**config.mk**
```make
export PLATFORM = sky130hd
export DESIGN_NAME = coulomb_counter
export DESIGN_NICKNAME = d
export VERILOG_FILES = /design/src/hw/gauge_pkg.sv /design/src/hw/coulomb_counter.sv
export SDC_FILE = /design/constraint.sdc
export NUM_CORES = 1
export LEC_CHECK = 0
export BUFFER_PORTS_ARGS = -buffer_cell sky130_fd_sc_hd__buf_4
export CAP_MARGIN = 20
export CELL_PAD_IN_SITES_DETAIL_PLACEMENT = 0
export CELL_PAD_IN_SITES_GLOBAL_PLACEMENT = 1
export CORE_MARGIN = 10
export CORE_UTILIZATION = 45
export CTS_BUF_LIST = sky130_fd_sc_hd__clkbuf_16
export CTS_CLUSTER_DIAMETER = 50
export DETAILED_ROUTE_END_ITERATION = 12
export PLACE_DENSITY = 0.73
export SYNTH_ARGS = -nofsm -noshare
export SYNTH_HDL_FRONTEND = slang
export SYNTH_SLANG_ARGS = --single-unit
```
**constraint.sdc**
```tcl
create_clock -name clk -period 15.75 [get_ports clk]
set_clock_uncertainty 0.1 [all_clocks]
set_input_delay 2.3625 -clock clk [delete_from_list [all_inputs] [get_ports clk]]
set_output_delay 2.3625 -clock clk [all_outputs]
set_load 0.1 [all_outputs]
```
**src/hw/gauge_pkg.sv**
```systemverilog
// Package: constants and carriers for the coulomb counting measurement core
// Operation
// - One voltage and temperature sample every one-second period; current updates on each accepted sense sample.
// - Sense input a above b counts charge; below counts discharge.
// - Integration counter accumulates sense signal; one step is 2.6 nVh.
// - Each second fold the integration counter into remaining capacity.
// - Both SMBus lines low for 20 s starts offset autocalibration.
// - Counts below the digital filter threshold (config 0x2B) are dropped.
// - Select each cell on the front end, measure, report unscaled at 0x3C-0x3F.
// - Config 0x2A bit 7 set uses internal sensor, clear uses thermistor.
// - Compensate charge for temperature and charge state; adjust self-discharge.
// - Remaining capacity adjusted for charge and compensation, and for self-discharge only in periods that fold a discharge; readable.
// - Full-charge capacity updates only after a qualified full discharge.
// - Hidden discharge tracking count is the source of capacity updates.
// - Remaining capacity clamps between zero and full-charge capacity.
package gauge_pkg;

   // ------------------------------------------------------------------
   // Register locations
   // ------------------------------------------------------------------
   localparam logic [7:0] CFG_MISC_ADDR    = 8'h2A;
   localparam logic [7:0] CFG_FILTER_ADDR  = 8'h2B;
   localparam logic [7:0] CELL_ONE_ADDR    = 8'h3C;
   localparam logic [7:0] CELL_TWO_ADDR    = 8'h3D;
   localparam logic [7:0] CELL_THREE_ADDR  = 8'h3E;
   localparam logic [7:0] CELL_FOUR_ADDR   = 8'h3F;
   localparam logic [7:0] TS_CONST_FIRST   = 8'hA4;
   localparam logic [7:0] TS_CONST_LAST    = 8'hAD;
   localparam logic [7:0] VOLTAGE_ADDR     = 8'h09;
   localparam logic [7:0] CURRENT_ADDR     = 8'h0A;
   localparam logic [7:0] TEMP_ADDR        = 8'h08;
   localparam logic [7:0] REM_CAP_ADDR     = 8'h0F;
   localparam logic [7:0] FULL_CAP_ADDR    = 8'h10;
   localparam int         MISC_IT_BIT      = 7;

   // ------------------------------------------------------------------
   // Timing
   // ------------------------------------------------------------------
   localparam int CLK_MHZ          = 250;
   localparam int PERIOD_MS        = 1000;
   localparam int CAL_IDLE_S       = 20;
   localparam int PERIOD_CYCLES    = PERIOD_MS * 1000 * CLK_MHZ;
   localparam longint CAL_CYCLES   = longint'(CAL_IDLE_S) * 1000000 * CLK_MHZ;
   localparam int CAL_LEN_CYCLES   = 64;

   // ------------------------------------------------------------------
   // Integration and reset values
   // ------------------------------------------------------------------
   localparam int STEP_PVH         = 2600;   // 2.6 nVh per integrator step
   localparam int UNIT_SHIFT       = 10;     // log2 of integrator steps per capacity unit (1024 steps)
   localparam logic [15:0] FCC_RESET    = 16'h1000;
   localparam logic [15:0] FILTER_RESET = 16'h0004;
   localparam logic [15:0] NEAR_FULL    = 16'h0040;
   localparam logic [15:0] LOW_LEVEL    = 16'h0100;
   localparam int NUM_CELLS        = 4;

   typedef enum logic [1:0] {
      MEAS_IDLE,
      MEAS_CELL,
      MEAS_TEMP,
      MEAS_FOLD
   } meas_state_e;

   typedef struct packed {
      logic [7:0]  addr;
      logic [15:0] wdata;
      logic        wr;
      logic        rd;
   } reg_req_s;

endpackage : gauge_pkg

```
**src/hw/coulomb_counter.sv**
```systemverilog
// Coulomb counting measurement core with its register window
`timescale 1ns/10ps
module coulomb_counter #(
   parameter int     PERIOD_CNT = gauge_pkg::PERIOD_CYCLES,
   parameter longint CAL_CNT    = gauge_pkg::CAL_CYCLES
) (
   input  wire logic                 clk,            // 250 MHz clock
   input  wire logic                 rstn,           // Async reset, low
   input  wire logic signed [15:0]   sense_sample,   // Sense input a minus b
   input  wire logic                 sense_valid,    // Sense sample strobe
   input  wire logic [15:0]          cell_voltage_input, // Cell ADC value
   input  wire logic [15:0]          thermistor_input,   // External temp ADC
   input  wire logic [15:0]          internal_temp,  // Internal sensor ADC
   input  wire logic                 smb_clk_in,     // SMBus clock level
   input  wire logic                 smb_data_in,    // SMBus data level
   input  wire gauge_pkg::reg_req_s  req,            // Register request
   output logic [15:0]               rdata,          // Read data
   output logic                      rvalid,         // Read data strobe
   output logic [1:0]                cell_select,    // Front-end cell mux
   output logic                      sample_strobe,  // Period sample pulse
   output logic                      calibrating,    // Offset cal running
   output logic                      internal_sensor_select // Sensor choice
);
   import gauge_pkg::*;

   // ------------------------------------------------------------------
   // Helpers
   // ------------------------------------------------------------------
   function automatic logic [15:0] sat_add(input logic [15:0] a,
                                           input logic [15:0] b,
                                           input logic [15:0] lim);
      logic [16:0] s;
      s = {1'b0, a} + {1'b0, b};
      sat_add = (s > {1'b0, lim}) ? lim : s[15:0];
   endfunction : sat_add

   function automatic logic [15:0] sat_sub(input logic [15:0] a,
                                           input logic [15:0] b);
      sat_sub = (b > a) ? 16'h0000 : a - b;
   endfunction : sat_sub

   // ------------------------------------------------------------------
   // State
   // ------------------------------------------------------------------
   meas_state_e        state_reg, state_next;
   logic [31:0]        tick_reg, tick_next;
   logic [35:0]        idle_reg, idle_next;
   logic [6:0]         cal_reg, cal_next;
   logic signed [15:0] offset_reg, offset_next;
   logic signed [31:0] integ_reg, integ_next;
   logic [15:0]        rem_reg, rem_next;
   logic [15:0]        fcc_reg, fcc_next;
   logic [15:0]        dtc_reg, dtc_next;
   logic               track_reg, track_next;
   logic [15:0]        misc_reg, misc_next;
   logic [15:0]        filt_reg, filt_next;
   logic [15:0]        volt_reg, volt_next;
   logic [15:0]        curr_reg, curr_next;
   logic [15:0]        temp_reg, temp_next;
   logic [15:0]        cells_reg [NUM_CELLS];
   logic [15:0]        cells_next [NUM_CELLS];
   logic [1:0]         sel_reg, sel_next;
   logic [15:0]        rdata_reg, rdata_next;
   logic               rvalid_reg, rvalid_next;
   logic               strobe_reg, strobe_next;

   logic signed [15:0] corr;
   logic [15:0]        mag;
   logic signed [31:0] whole;
   logic [15:0]        units;
   logic [15:0]        tsel;
   logic [15:0]        selfdis;

   // ------------------------------------------------------------------
   // Next-state logic
   // ------------------------------------------------------------------
   always_comb begin
      state_next  = state_reg;
      tick_next   = tick_reg + 32'h1;
      idle_next   = idle_reg;
      cal_next    = cal_reg;
      offset_next = offset_reg;
      integ_next  = integ_reg;
      rem_next    = rem_reg;
      fcc_next    = fcc_reg;
      dtc_next    = dtc_reg;
      track_next  = track_reg;
      misc_next   = misc_reg;
      filt_next   = filt_reg;
      volt_next   = volt_reg;
      curr_next   = curr_reg;
      temp_next   = temp_reg;
      cells_next  = cells_reg;
      sel_next    = sel_reg;
      rdata_next  = rdata_reg;
      rvalid_next = 1'b0;
      strobe_next = 1'b0;
      corr        = sense_sample - offset_reg;
      mag         = corr[15] ? 16'(-corr) : corr;
      whole       = integ_reg >>> UNIT_SHIFT;
      units       = whole[31] ? 16'(-whole) : whole[15:0];
      tsel        = misc_reg[MISC_IT_BIT] ? internal_temp
                                          : thermistor_input;
      // Warmer packs lose charge faster; crude one-unit-per-step estimate
      selfdis     = {12'h000, temp_reg[15:12]};

      // Idle SMBus timer; a single high level restarts the 20 s wait
      if (smb_clk_in || smb_data_in) begin
         idle_next = '0;
      end else if (idle_reg < 36'(CAL_CNT)) begin
         idle_next = idle_reg + 36'h1;
      end
      if (cal_reg != 7'h00) begin
         cal_next = cal_reg - 7'h01;
         if (sense_valid) begin
            offset_next = sense_sample;
         end
      end else if (idle_reg == 36'(CAL_CNT) - 36'h1) begin
         cal_next = 7'(CAL_LEN_CYCLES);
      end

      // Integrator: positive difference is charge, negative discharge
      if (sense_valid && cal_reg == 7'h00 && mag >= filt_reg) begin
         integ_next = integ_reg + 32'(corr);
         curr_next  = corr;
      end

      case (state_reg)
         MEAS_IDLE: begin
            if (tick_reg >= PERIOD_CNT - 1) begin
               tick_next   = '0;
               strobe_next = 1'b1;
               sel_next    = '0;
               state_next  = MEAS_CELL;
            end
         end
         MEAS_CELL: begin
            // Front end routes cell sel_reg; one cycle of settle per cell
            cells_next[sel_reg] = cell_voltage_input;
            if (sel_reg == 2'(NUM_CELLS - 1)) begin
               // Park the mux on cell one so the select never dwells high
               sel_next   = '0;
               state_next = MEAS_TEMP;
            end else begin
               sel_next = sel_reg + 2'h1;
            end
         end
         MEAS_TEMP: begin
            temp_next  = tsel;
            volt_next  = cells_reg[0] + cells_reg[1] + cells_reg[2]
                       + cells_reg[3];
            state_next = MEAS_FOLD;
         end
         MEAS_FOLD: begin
            // Residue below one unit is kept for the next period
            integ_next = integ_reg - (whole <<< UNIT_SHIFT);
            if (!whole[31]) begin
               // Charge efficiency trimmed when hot or near full
               rem_next = sat_add(rem_reg,
                  units - ((temp_reg[15] || rem_reg > fcc_reg - NEAR_FULL)
                           ? (units >> 3) : 16'h0000),
                  fcc_reg);
               if (units != 16'h0000) begin
                  track_next = 1'b0;
               end
            end else begin
               rem_next = sat_sub(sat_sub(rem_reg, units), selfdis);
               if (rem_reg >= fcc_reg - NEAR_FULL && !track_reg) begin
                  track_next = 1'b1;
                  dtc_next   = fcc_reg - rem_reg;
               end else if (track_reg) begin
                  dtc_next = dtc_reg + units + selfdis;
               end
               if (track_reg && rem_reg <= LOW_LEVEL) begin
                  fcc_next   = dtc_reg + LOW_LEVEL;
                  track_next = 1'b0;
               end
            end
            state_next = MEAS_IDLE;
         end
         default: state_next = MEAS_IDLE;
      endcase
      if (state_reg == MEAS_FOLD && whole[31]) begin
         rem_next = sat_sub(rem_next, 16'h0000);
      end

      // Register window
      if (req.wr) begin
         case (req.addr)
            CFG_MISC_ADDR:   misc_next = req.wdata;
            CFG_FILTER_ADDR: filt_next = req.wdata;
            default: ;
         endcase
      end
      if (req.rd) begin
         rvalid_next = 1'b1;
         case (req.addr)
            CFG_MISC_ADDR:   rdata_next = misc_reg;
            CFG_FILTER_ADDR: rdata_next = filt_reg;
            CELL_ONE_ADDR:   rdata_next = cells_reg[0];
            CELL_TWO_ADDR:   rdata_next = cells_reg[1];
            CELL_THREE_ADDR: rdata_next = cells_reg[2];
            CELL_FOUR_ADDR:  rdata_next = cells_reg[3];
            VOLTAGE_ADDR:    rdata_next = volt_reg;
            CURRENT_ADDR:    rdata_next = curr_reg;
            TEMP_ADDR:       rdata_next = temp_reg;
            REM_CAP_ADDR:    rdata_next = rem_reg;
            FULL_CAP_ADDR:   rdata_next = fcc_reg;
            default:         rdata_next = 16'h0000;
         endcase
      end
   end

   // ------------------------------------------------------------------
   // Registers
   // ------------------------------------------------------------------
   always_ff @(posedge clk or negedge rstn) begin
      if (!rstn) begin
         state_reg  <= MEAS_IDLE;
         tick_reg   <= '0;
         idle_reg   <= '0;
         cal_reg    <= '0;
         offset_reg <= '0;
         integ_reg  <= '0;
         rem_reg    <= '0;
         fcc_reg    <= FCC_RESET;
         dtc_reg    <= '0;
         track_reg  <= 1'b0;
         misc_reg   <= '0;
         filt_reg   <= FILTER_RESET;
         volt_reg   <= '0;
         curr_reg   <= '0;
         temp_reg   <= '0;
         for (int i = 0; i < NUM_CELLS; i++) begin
            cells_reg[i] <= '0;
         end
         sel_reg    <= '0;
         rdata_reg  <= '0;
         rvalid_reg <= 1'b0;
         strobe_reg <= 1'b0;
      end else begin
         state_reg  <= state_next;
         tick_reg   <= tick_next;
         idle_reg   <= idle_next;
         cal_reg    <= cal_next;
         offset_reg <= offset_next;
         integ_reg  <= integ_next;
         rem_reg    <= rem_next;
         fcc_reg    <= fcc_next;
         dtc_reg    <= dtc_next;
         track_reg  <= track_next;
         misc_reg   <= misc_next;
         filt_reg   <= filt_next;
         volt_reg   <= volt_next;
         curr_reg   <= curr_next;
         temp_reg   <= temp_next;
         cells_reg  <= cells_next;
         sel_reg    <= sel_next;
         rdata_reg  <= rdata_next;
         rvalid_reg <= rvalid_next;
         strobe_reg <= strobe_next;
      end
   end

   assign rdata                  = rdata_reg;
   assign rvalid                 = rvalid_reg;
   assign cell_select            = sel_reg;
   assign sample_strobe          = strobe_reg;
   assign calibrating            = (cal_reg != 7'h00);
   assign internal_sensor_select = misc_reg[MISC_IT_BIT];

endmodule : coulomb_counter

```
==> results.txt, run 1 <==
Post-synth EDFFs: 0
Post-CTS Hold Fix Bufs: 0
Global-route usage over all layers: 23.1%
Final setup viols: 0
H-tree depth: 2
Port buffer count: 116
Vias/cell: 5.79
Register area share after synthesis: 33.8%
Cts bufs inserted: 51
Max-cap violation count: 0
Inst Count DP: 3530
DRT iter0 DRCs: 1688
Max stage delay on crit path: 490 ps
Fraction of power consumed by sequential logic: 18.7%
CP most frequent cell: ha_1
Switching Share: 45.5%
Synth Area in Simple Gates: 15.0%
Skew-Pair Late Insertion Delay: 590 ps
Routed len/inst: 21.3 um
Mapped Area: 25100 um^2
Initial antenna violation count: 2
Post-route ant nets: 0
Post-Synth XOR/XNOR Area: 7.23%
YS warnings: 0
Biggest area consumer among synthesized cells: dfrtp_1
Leakage: 12.9 nW
Crit path max fanout: 26
Adder-cell share of the synthesized area: 14.2%
Max-slew violation count: 0
# IOs: 117
Fraction of registers with async set/reset: 100%
Vias in the first global route: 21000
Unrepaired setup endpoints after global routing: false
Pint: 3.01 mW
CTS sink count: 338
Placed cell areas: 26800 um^2
Status: finished clean
HPWL Detailed: 59700 um
Worst Path Required: 16110 ps
Pwr Density: 193 nW/um^2
Post-CTS sizing: 0
Gr ovfl total: 0
CTS tree: yes
Std-Cell Rows: 86
Drt pass-1 iters: 8
Synth Net Count: 3077
Nets@finish: 3190
Vias: 21000
CORE AREA: 55100 um^2
Largest net degree at the start of global routing: 74
Area delta synth->final: 13.9%
Setup Fix Bufs, Post-CTS: 0
DRC viols: 0
Fin. Hold Viols: 0
Hold WS: 382 ps
Layout cells sized above 1: 13.8%
Post-Route WL: 77100 um
Largest register FFs: 64
Combinational share of power: 60.1%
Chip height: 256 um
CTS root buf: clkbuf_16
Post-synth top area share: 33.6%
Slowest CP cell: or4_1
Crit Path Class: reg -> reg
Post-route minimum period: 9140 ps
First-pass GRT wire length: 121000 um
Max VDD drop: 0.000210 V
Non-filler cells, final: 3621
Most frequent cells after synthesis: dfrtp_1 (336), nor2_1 (268), ha_1 (217)
Tightest Pin Transition: 1160 ps
Post-route setup TNS: 0 ps
Worst Hold Class: reg -> reg
Critical path endpoint category: register
Top-count cell post-synth: dfrtp_1
Worst-path clk slew: 60 ps
Top cells by area, synth: dfrtp_1 (34%), ha_1 (11%), mux2_2 (5.9%)
Final worst path period share: 58.0%
Switch Pwr: 2.51 mW
Flop and latch count out of synthesis: 338
Routability cong.: 0.925
Die X: 256 um
Syn Inst Count: 2723
DIE AREA: 65500 um^2
CP Launch Type: register
Starting Density: 45.5%
Synth Flop Type: dfrtp_1
Final Instance Area: 28500 um^2
Clock Power Share: 21.2%
Max_slew headroom: 22.3%
Fmax: 109 MHz
Mux contribution to synthesized area: 8.17%
CTS max path bufs: 3
Largest family of logic cells by synthesized area: compound AO/OA/AOI/OAI gates
Netlist cell types: 86
Synth Area in Compound Gates: 17.6%
Worst EP arrival: 9500 ps
Average size of a mapped cell: 9.20 um^2
## final cells by class
class                      instances  area [um^2]
fill                            5173        26600
multi-input combinational       2120        15600
sequential                       338         8460
clock buffer                      52         1300
timing repair buffer             142         1080
tap                              748          936
inverter                         183          687
clock inverter                    37          442
antenna                            1         2.50
## metal layers
layer / GRT usage, % / routed length, um / vias to the layer above
li1: - / - / 10000
met1: 31.0 / 34500 / 10300
met2: 38.0 / 36300 / 541
met3: 3.85 / 4620 / 109
met4: 6.07 / 1680 / 0
met5: 0 / 0 / -
## worst max-delay path, delay by kind of cell (launching register included)
| family | cells | cell delay, ps |
|---|---|---|
| muxes | 1 | 230 |
| adders and majority gates | 5 | 1490 |
| AOI/OAI and AO/OA | 16 | 3610 |
| buffers and inverters | 3 | 590 |
| and+or+nand+nor | 12 | 2270 |
| DFF | 1 | 440 |
| xor gates and xnor gates | 2 | 280 |
## final timing paths
check / start / endpoint / slack, ps / cells past startpoint
max in group asynchronous: rstn / async pin / 12470 / 2
worst min register to register: cal_reg[6] / cal_reg[6] / 380 / 2
worst max-delay path: fcc_reg[8] / register / 6610 / 39
worst max register to register: fcc_reg[8] / register / 6610 / 39
min in group asynchronous: rstn / rdata[11] / 1590 / 1
worst min-delay path: cal_reg[6] / cal_reg[6] / 380 / 2
## placed cells by master (no fill, tap or decap), drive strengths merged, types with 13 or more instances in the layout
cell type and n:
xor2 81, nor2b 22, or3 22, and3 31
fa 42, nor2 268, a22oi 37, nand2b 18
nor3 57, a221oi 21, nor4 13, o221ai 14
xnor2 124, o211ai 13, nand2 209, clkbuf 52
mux2i 56, a211oi 22, nand3 72, o22ai 18
o31ai 19, o21bai 14, o21a 27, a31oi 17
o21ai 148, a21o 51, ha 217, a21oi 173
dfrtp 336, mux2 132, nand4 30, clkinv 14
inv 197, buf 142
## power groups by stage
stage	Combinational, mW	Sequential (mW)	Clock, mW
finish	3.31	1.03	1.17
global placement	3.24	1.04	0
floorplan	2.48	1.01	0
global route	3.71	1.04	1.23
detailed placement	3.26	1.05	0
CTS	3.29	1.03	1.19
## kinds of logic after synthesis
family          count (synthesis)
xor+xnor                      205
compound gates                663
flops                         338
simple gates                  805
fa+ha+maj                     259
buf+inv                       265
mux                           188
## stage by stage
step                      util, %  power, mW  setup slack, ps
after floorplan                 -       3.49             7680
after global placement       48.6       4.28             6890
after detailed placement     48.6       4.31             6720
after CTS                    51.8       5.51             6660
after global routing         51.8       5.98             5670
final                        51.8       5.51             6610
Power figures use the tool's default switching activity.
==> run 2: changes to the inputs <==
==> constraint.sdc (replaced) <==
create_clock -name clk -period 9.41 [get_ports clk]
set_clock_uncertainty 0.1 [all_clocks]
set_input_delay 1.4115 -clock clk [delete_from_list [all_inputs] [get_ports clk]]
set_output_delay 1.4115 -clock clk [all_outputs]
set_load 0.1 [all_outputs]
==> run 2 against run 1 <==
  * Via count about the same
  * Sequential power rose by 67%
  * Hold slack barely moved
  * Combinational power increased by 69%
  * Largest cell class unchanged
==> results.txt, run 2 (synthesis results as in run 1) <==
DIE AREA: 65500 um^2
Tightest Pin Transition: 1100 ps
Drt pass-1 iters: 5
First-pass GRT wire length: 120000 um
Post-route ant nets: 0
Vias/cell: 5.77
Slowest CP cell: or4_1
DRC viols: 0
Final worst path period share: 92.8%
CP most frequent cell: ha_1
Max-cap violation count: 0
Worst-path clk slew: 50 ps
Buf+Inv Stages, Crit Path: 3
Worst Reg2Reg Path Length in Cells: 40
FILL cells: 5153
Starting Density: 45.5%
CTS max path bufs: 3
Skew-Pair Late Insertion Delay: 610 ps
Vias in the first global route: 21000
Switching Share: 44.3%
Max-slew violation count: 0
Worst Hold Class: reg -> reg
Gr ovfl total: 0
Largest delay share family, worst path: compound AO/OA/AOI/OAI gates
Pint: 5.25 mW
Port buffer count: 116
Max stage delay on crit path: 470 ps
Critical path endpoint category: register
Std-Cell Rows: 86
Final Instance Area: 28800 um^2
# IOs: 117
Most common cell after layout, fill and taps aside: dfrtp_1
Vias: 21000
Worst EP arrival: 9100 ps
Post-Route WL: 77500 um
CP Launch Type: register
Clock Power Share: 22.6%
Chip height: 256 um
Die X: 256 um
Area of the multi-input gates: 15700 um^2
Post-CTS Hold Fix Bufs: 0
Crit Path Class: reg -> reg
Switch Pwr: 4.18 mW
Status: finished clean
Placed cell areas: 26900 um^2
Unrepaired setup endpoints after global routing: false
Final setup viols: 0
CTS tree: yes
CTS sink count: 338
Post-route setup TNS: 0 ps
Fin. Hold Viols: 0
Fmax: 115 MHz
Fraction of power consumed by sequential logic: 18.2%
Largest net degree at the start of global routing: 80
Sequential Area: 8460 um^2
Max VDD drop: 0.000350 V
CTS root buf: clkbuf_16
Area delta synth->final: 15.0%
ANT cells: 0
Final Worst Setup Slack: 678 ps
Layout cells sized above 1: 14.3%
Routability cong.: 0.917
Post-route minimum period: 8730 ps
Worst path depth: 40
H-tree depth: 2
Crit path max fanout: 25
Max_slew headroom: 26.7%
Routed len/inst: 21.3 um
Combinational share of power: 59.2%
Nets@finish: 3201
Worst Path Required: 9780 ps
Initial antenna violation count: 2
CORE AREA: 55100 um^2
Hold path cells: 1
Cts bufs inserted: 52
HPWL Detailed: 59900 um
Total power: 9.43 mW
Largest register FFs: 64
DRT iter0 DRCs: 1478
Global-route usage over all layers: 23.1%
Leakage: 13.0 nW
Setup WS pre-CTS: 231 ps
Pwr Density: 327 nW/um^2
Most frequent cells in the layout: dfrtp_1 (336), nor2_1 (267), ha_1 (216), nand2_1 (209), inv_1 (189)
-- run 2: path summary, 6_finish.rpt --
check                               end    startpoint  slack, ps
setup / recovery               register    fcc_reg[8]        680
min in group asynchronous     rdata[14]          rstn        610
hold / removal             idle_reg[33]  idle_reg[33]        380
hold reg to reg            idle_reg[33]  idle_reg[33]        380
max in group asynchronous   curr_reg[4]          rstn       6300
setup reg to reg               register    fcc_reg[8]        680
-- run 2: power groups by stage --
stage	Combinational, mW	Clock, mW	Sequential, mW
final	5.58	2.13	1.72
after global placement	5.41	0	1.74
after floorplan	4.16	0	1.69
after global routing	6.28	2.23	1.74
after CTS	5.50	2.17	1.72
after detailed placement	5.46	0	1.75
-- run 2: area by class of cell --
cell class | instances | share of cell area [%]
Clock buffer | 53 | 4.60
Clock inverter | 43 | 2.01
Inverter | 183 | 2.38
Sequential cell | 338 | 29.4
Tap cell | 748 | 3.25
Timing Repair Buffer | 152 | 4.08
Multi-Input combinational cell | 2120 | 54.3
-- run 2: repair_timing --
item	CTS	global route
resized for setup	0	7
setup buffers	0	0
setup endpoints to repair	0	16
-- run 2: stage by stage --
step                      hold slack (ps)  utilization (%)  instances
after detailed placement              373             48.8       3539
final                                 382             52.3       3637
after floorplan                       348                -       2723
after global routing                  406             52.3       3637
after CTS                             389             52.2       3635
after global placement                368             48.7       3538
-- run 2: routing by layer --
layer | track usage, % | part of all wire, %
met5 | 0 | 0.017
met4 | 8.56 | 3.5
met3 | 4.65 | 6.0
met2 | 37.1 | 46
met1 | 30.3 | 45
==> run 3: changes to the inputs <==
--- a/config.mk
+++ b/config.mk
@@ -11,8 +11,8 @@
 export CELL_PAD_IN_SITES_GLOBAL_PLACEMENT = 1
 export CORE_MARGIN = 10
 export CORE_UTILIZATION = 45
-export CTS_BUF_LIST = sky130_fd_sc_hd__clkbuf_16
 export CTS_CLUSTER_DIAMETER = 50
+export CTS_CLUSTER_SIZE = 40
 export DETAILED_ROUTE_END_ITERATION = 12
 export PLACE_DENSITY = 0.73
 export SYNTH_ARGS = -nofsm -noshare
==> run 3 against run 2 <==
  * Final area down 0.79%
  * Setup slack better by 12 ps
  * Combinational power about the same
  * Register-to-register slack about the same
  * Largest cell class unchanged
==> results.txt, run 3 (synthesis results as in run 1) <==
Final Worst Setup Slack: 690 ps
Port buffer count: 116
CTS sink count: 338
Area delta synth->final: 14.1%
Gr ovfl total: 0
Layout cells sized above 1: 14.1%
Post-Route WL: 77400 um
Crit Path Class: reg -> reg
Leakage: 12.9 nW
Routability cong.: 0.917
Vias in the first global route: 20800
Starting Density: 45.5%
DRT iter0 DRCs: 1469
Crit path max fanout: 25
Inst Count DP: 3539
Critical path endpoint category: register
RR Startpoint: fcc_reg[8]
Non-filler cells, final: 3629
Vias: 21000
First-pass GRT wire length: 120000 um
Final setup viols: 0
Max-slew violation count: 0
CP Launch Type: register
Skew-Pair Late Insertion Delay: 600 ps
Drt pass-1 iters: 5
Max_slew headroom: 26.6%
# IOs: 117
Setup WS pre-CTS: 231 ps
Register-to-register setup slack: 690 ps
Max VDD drop: 0.000355 V
Max stage delay on crit path: 470 ps
Tightest Pin Transition: 1100 ps
Worst EP arrival: 9080 ps
Largest delay share family, worst path: compound AO/OA/AOI/OAI gates
Final worst path period share: 92.7%
Unrepaired setup endpoints after global routing: false
Pwr Density: 322 nW/um^2
Worst-path clk slew: 60 ps
Worst Reg2Reg Path Length in Cells: 41
Nets@finish: 3196
Most frequent cells in the layout: dfrtp_1 (336), nor2_1 (267), ha_1 (216), nand2_1 (209), inv_1 (183)
Routed len/inst: 21.3 um
Worst path depth: 41
CTS max path bufs: 3
Post-route minimum period: 8720 ps
CORE AREA: 55100 um^2
Fin. Hold Viols: 0
CTS root buf: clkbuf_16
DRC viols: 0
HPWL Detailed: 59900 um
Post-route setup TNS: 0 ps
Total power: 9.21 mW
Worst setup startpoint: fcc_reg[8]
Worst Hold Class: reg -> reg
Slowest CP cell: or4_1
Vias/cell: 5.79
Final Instance Area: 28600 um^2
DIE AREA: 65500 um^2
CTS tree: yes
Most common cell after layout, fill and taps aside: dfrtp_1
Largest net degree at the start of global routing: 80
Post-route ant nets: 0
FILL cells: 5172
Status: finished clean
Die X: 256 um
Initial antenna violation count: 3
Std-Cell Rows: 86
Largest register FFs: 64
Global-route usage over all layers: 23.1%
H-tree depth: 2
Fmax: 115 MHz
Setup Fix Bufs, Post-CTS: 0
Cts bufs inserted: 47
Chip height: 256 um
Post-CTS Hold Fix Bufs: 0
Buf+Inv Stages, Crit Path: 3
Worst Path Required: 9770 ps
Max-cap violation count: 0
Placed cell areas: 26900 um^2
-- run 3: changes by cell type in the layout (fill, tap and decap cells not counted), moves of 3 or more --
cell,previous run,this run
diode_2,0,3
inv_6,4,8
bufinv_16,12,8
clkinv_1,4,0
clkbuf_16,53,47
inv_1,189,183
clkbuf_1,0,7
-- run 3: through the flow --
step	hold WS [ps]	utilization, %
after detailed placement	373	48.8
after CTS	389	51.8
final	381	51.9
after global placement	368	48.7
after global routing	406	51.9
after floorplan	348	-
-- run 3: repair_timing --
action                                  in CTS  in global routing
resized for setup                            0                  7
endpoints found under the setup margin       0                 16
hold endpoints to repair                     0                  0
-- run 3: final cells by class --
class	count	area, um^2	area share, %
antenna	3	7.51	0.0263
clock buffer	56	1230	4.30
clock inverter	29	439	1.54
inverter	183	687	2.40
multi-input combinational	2120	15700	54.8
sequential	338	8460	29.6
tap	748	936	3.27
timing repair buffer	152	1180	4.11
-- run 3: how the worst min path moves through the flow --
stage                       startpoint           end  slack, ps  depth (start not counted)
final                       dtc_reg[2]    fcc_reg[2]        380                          2
after global routing      idle_reg[35]  idle_reg[35]        410                          1
after CTS                 integ_reg[9]  integ_reg[9]        390                          2
after detailed placement  idle_reg[35]  idle_reg[35]        370                          1
after global placement      cal_reg[6]    cal_reg[6]        370                          2
after floorplan           volt_reg[13]  volt_reg[13]        350                          2
-- run 3: power breakdown --
| part | internal (mW) | total [mW] | leakage, nW | switching, mW |
|---|---|---|---|---|
| clock | 1.17 | 1.92 | 0.809 | 0.747 |
| combinational | 2.31 | 5.57 | 7.70 | 3.27 |
| sequential | 1.58 | 1.72 | 4.37 | 0.144 |
-- run 3: routing by layer --
| layer | global-route usage, % | routed length [um] | vias to the layer above | part of all wire, % |
|---|---|---|---|---|
| met5 | 0 | 13 | - | 0.017 |
| met4 | 8.18 | 2580 | 2 | 3.3 |
| met3 | 4.95 | 5220 | 127 | 6.7 |
| met2 | 37.1 | 35800 | 550 | 46 |
| met1 | 30.1 | 33800 | 10300 | 44 |
| li1 | - | - | 10000 | - |
-- run 3: worst register-to-register path, delay by kind of cell (launching register included) --
kind / cells / cell delay (ps)
AND/OR/NAND/NOR: 13 / 2050
buffers and inverters: 3 / 480
AO/OA/AOI/OAI: 17 / 3560
XOR/XNOR: 2 / 290
multiplexers: 1 / 200
adder cells (fa/ha/maj): 5 / 1510
flip-flops: 1 / 440
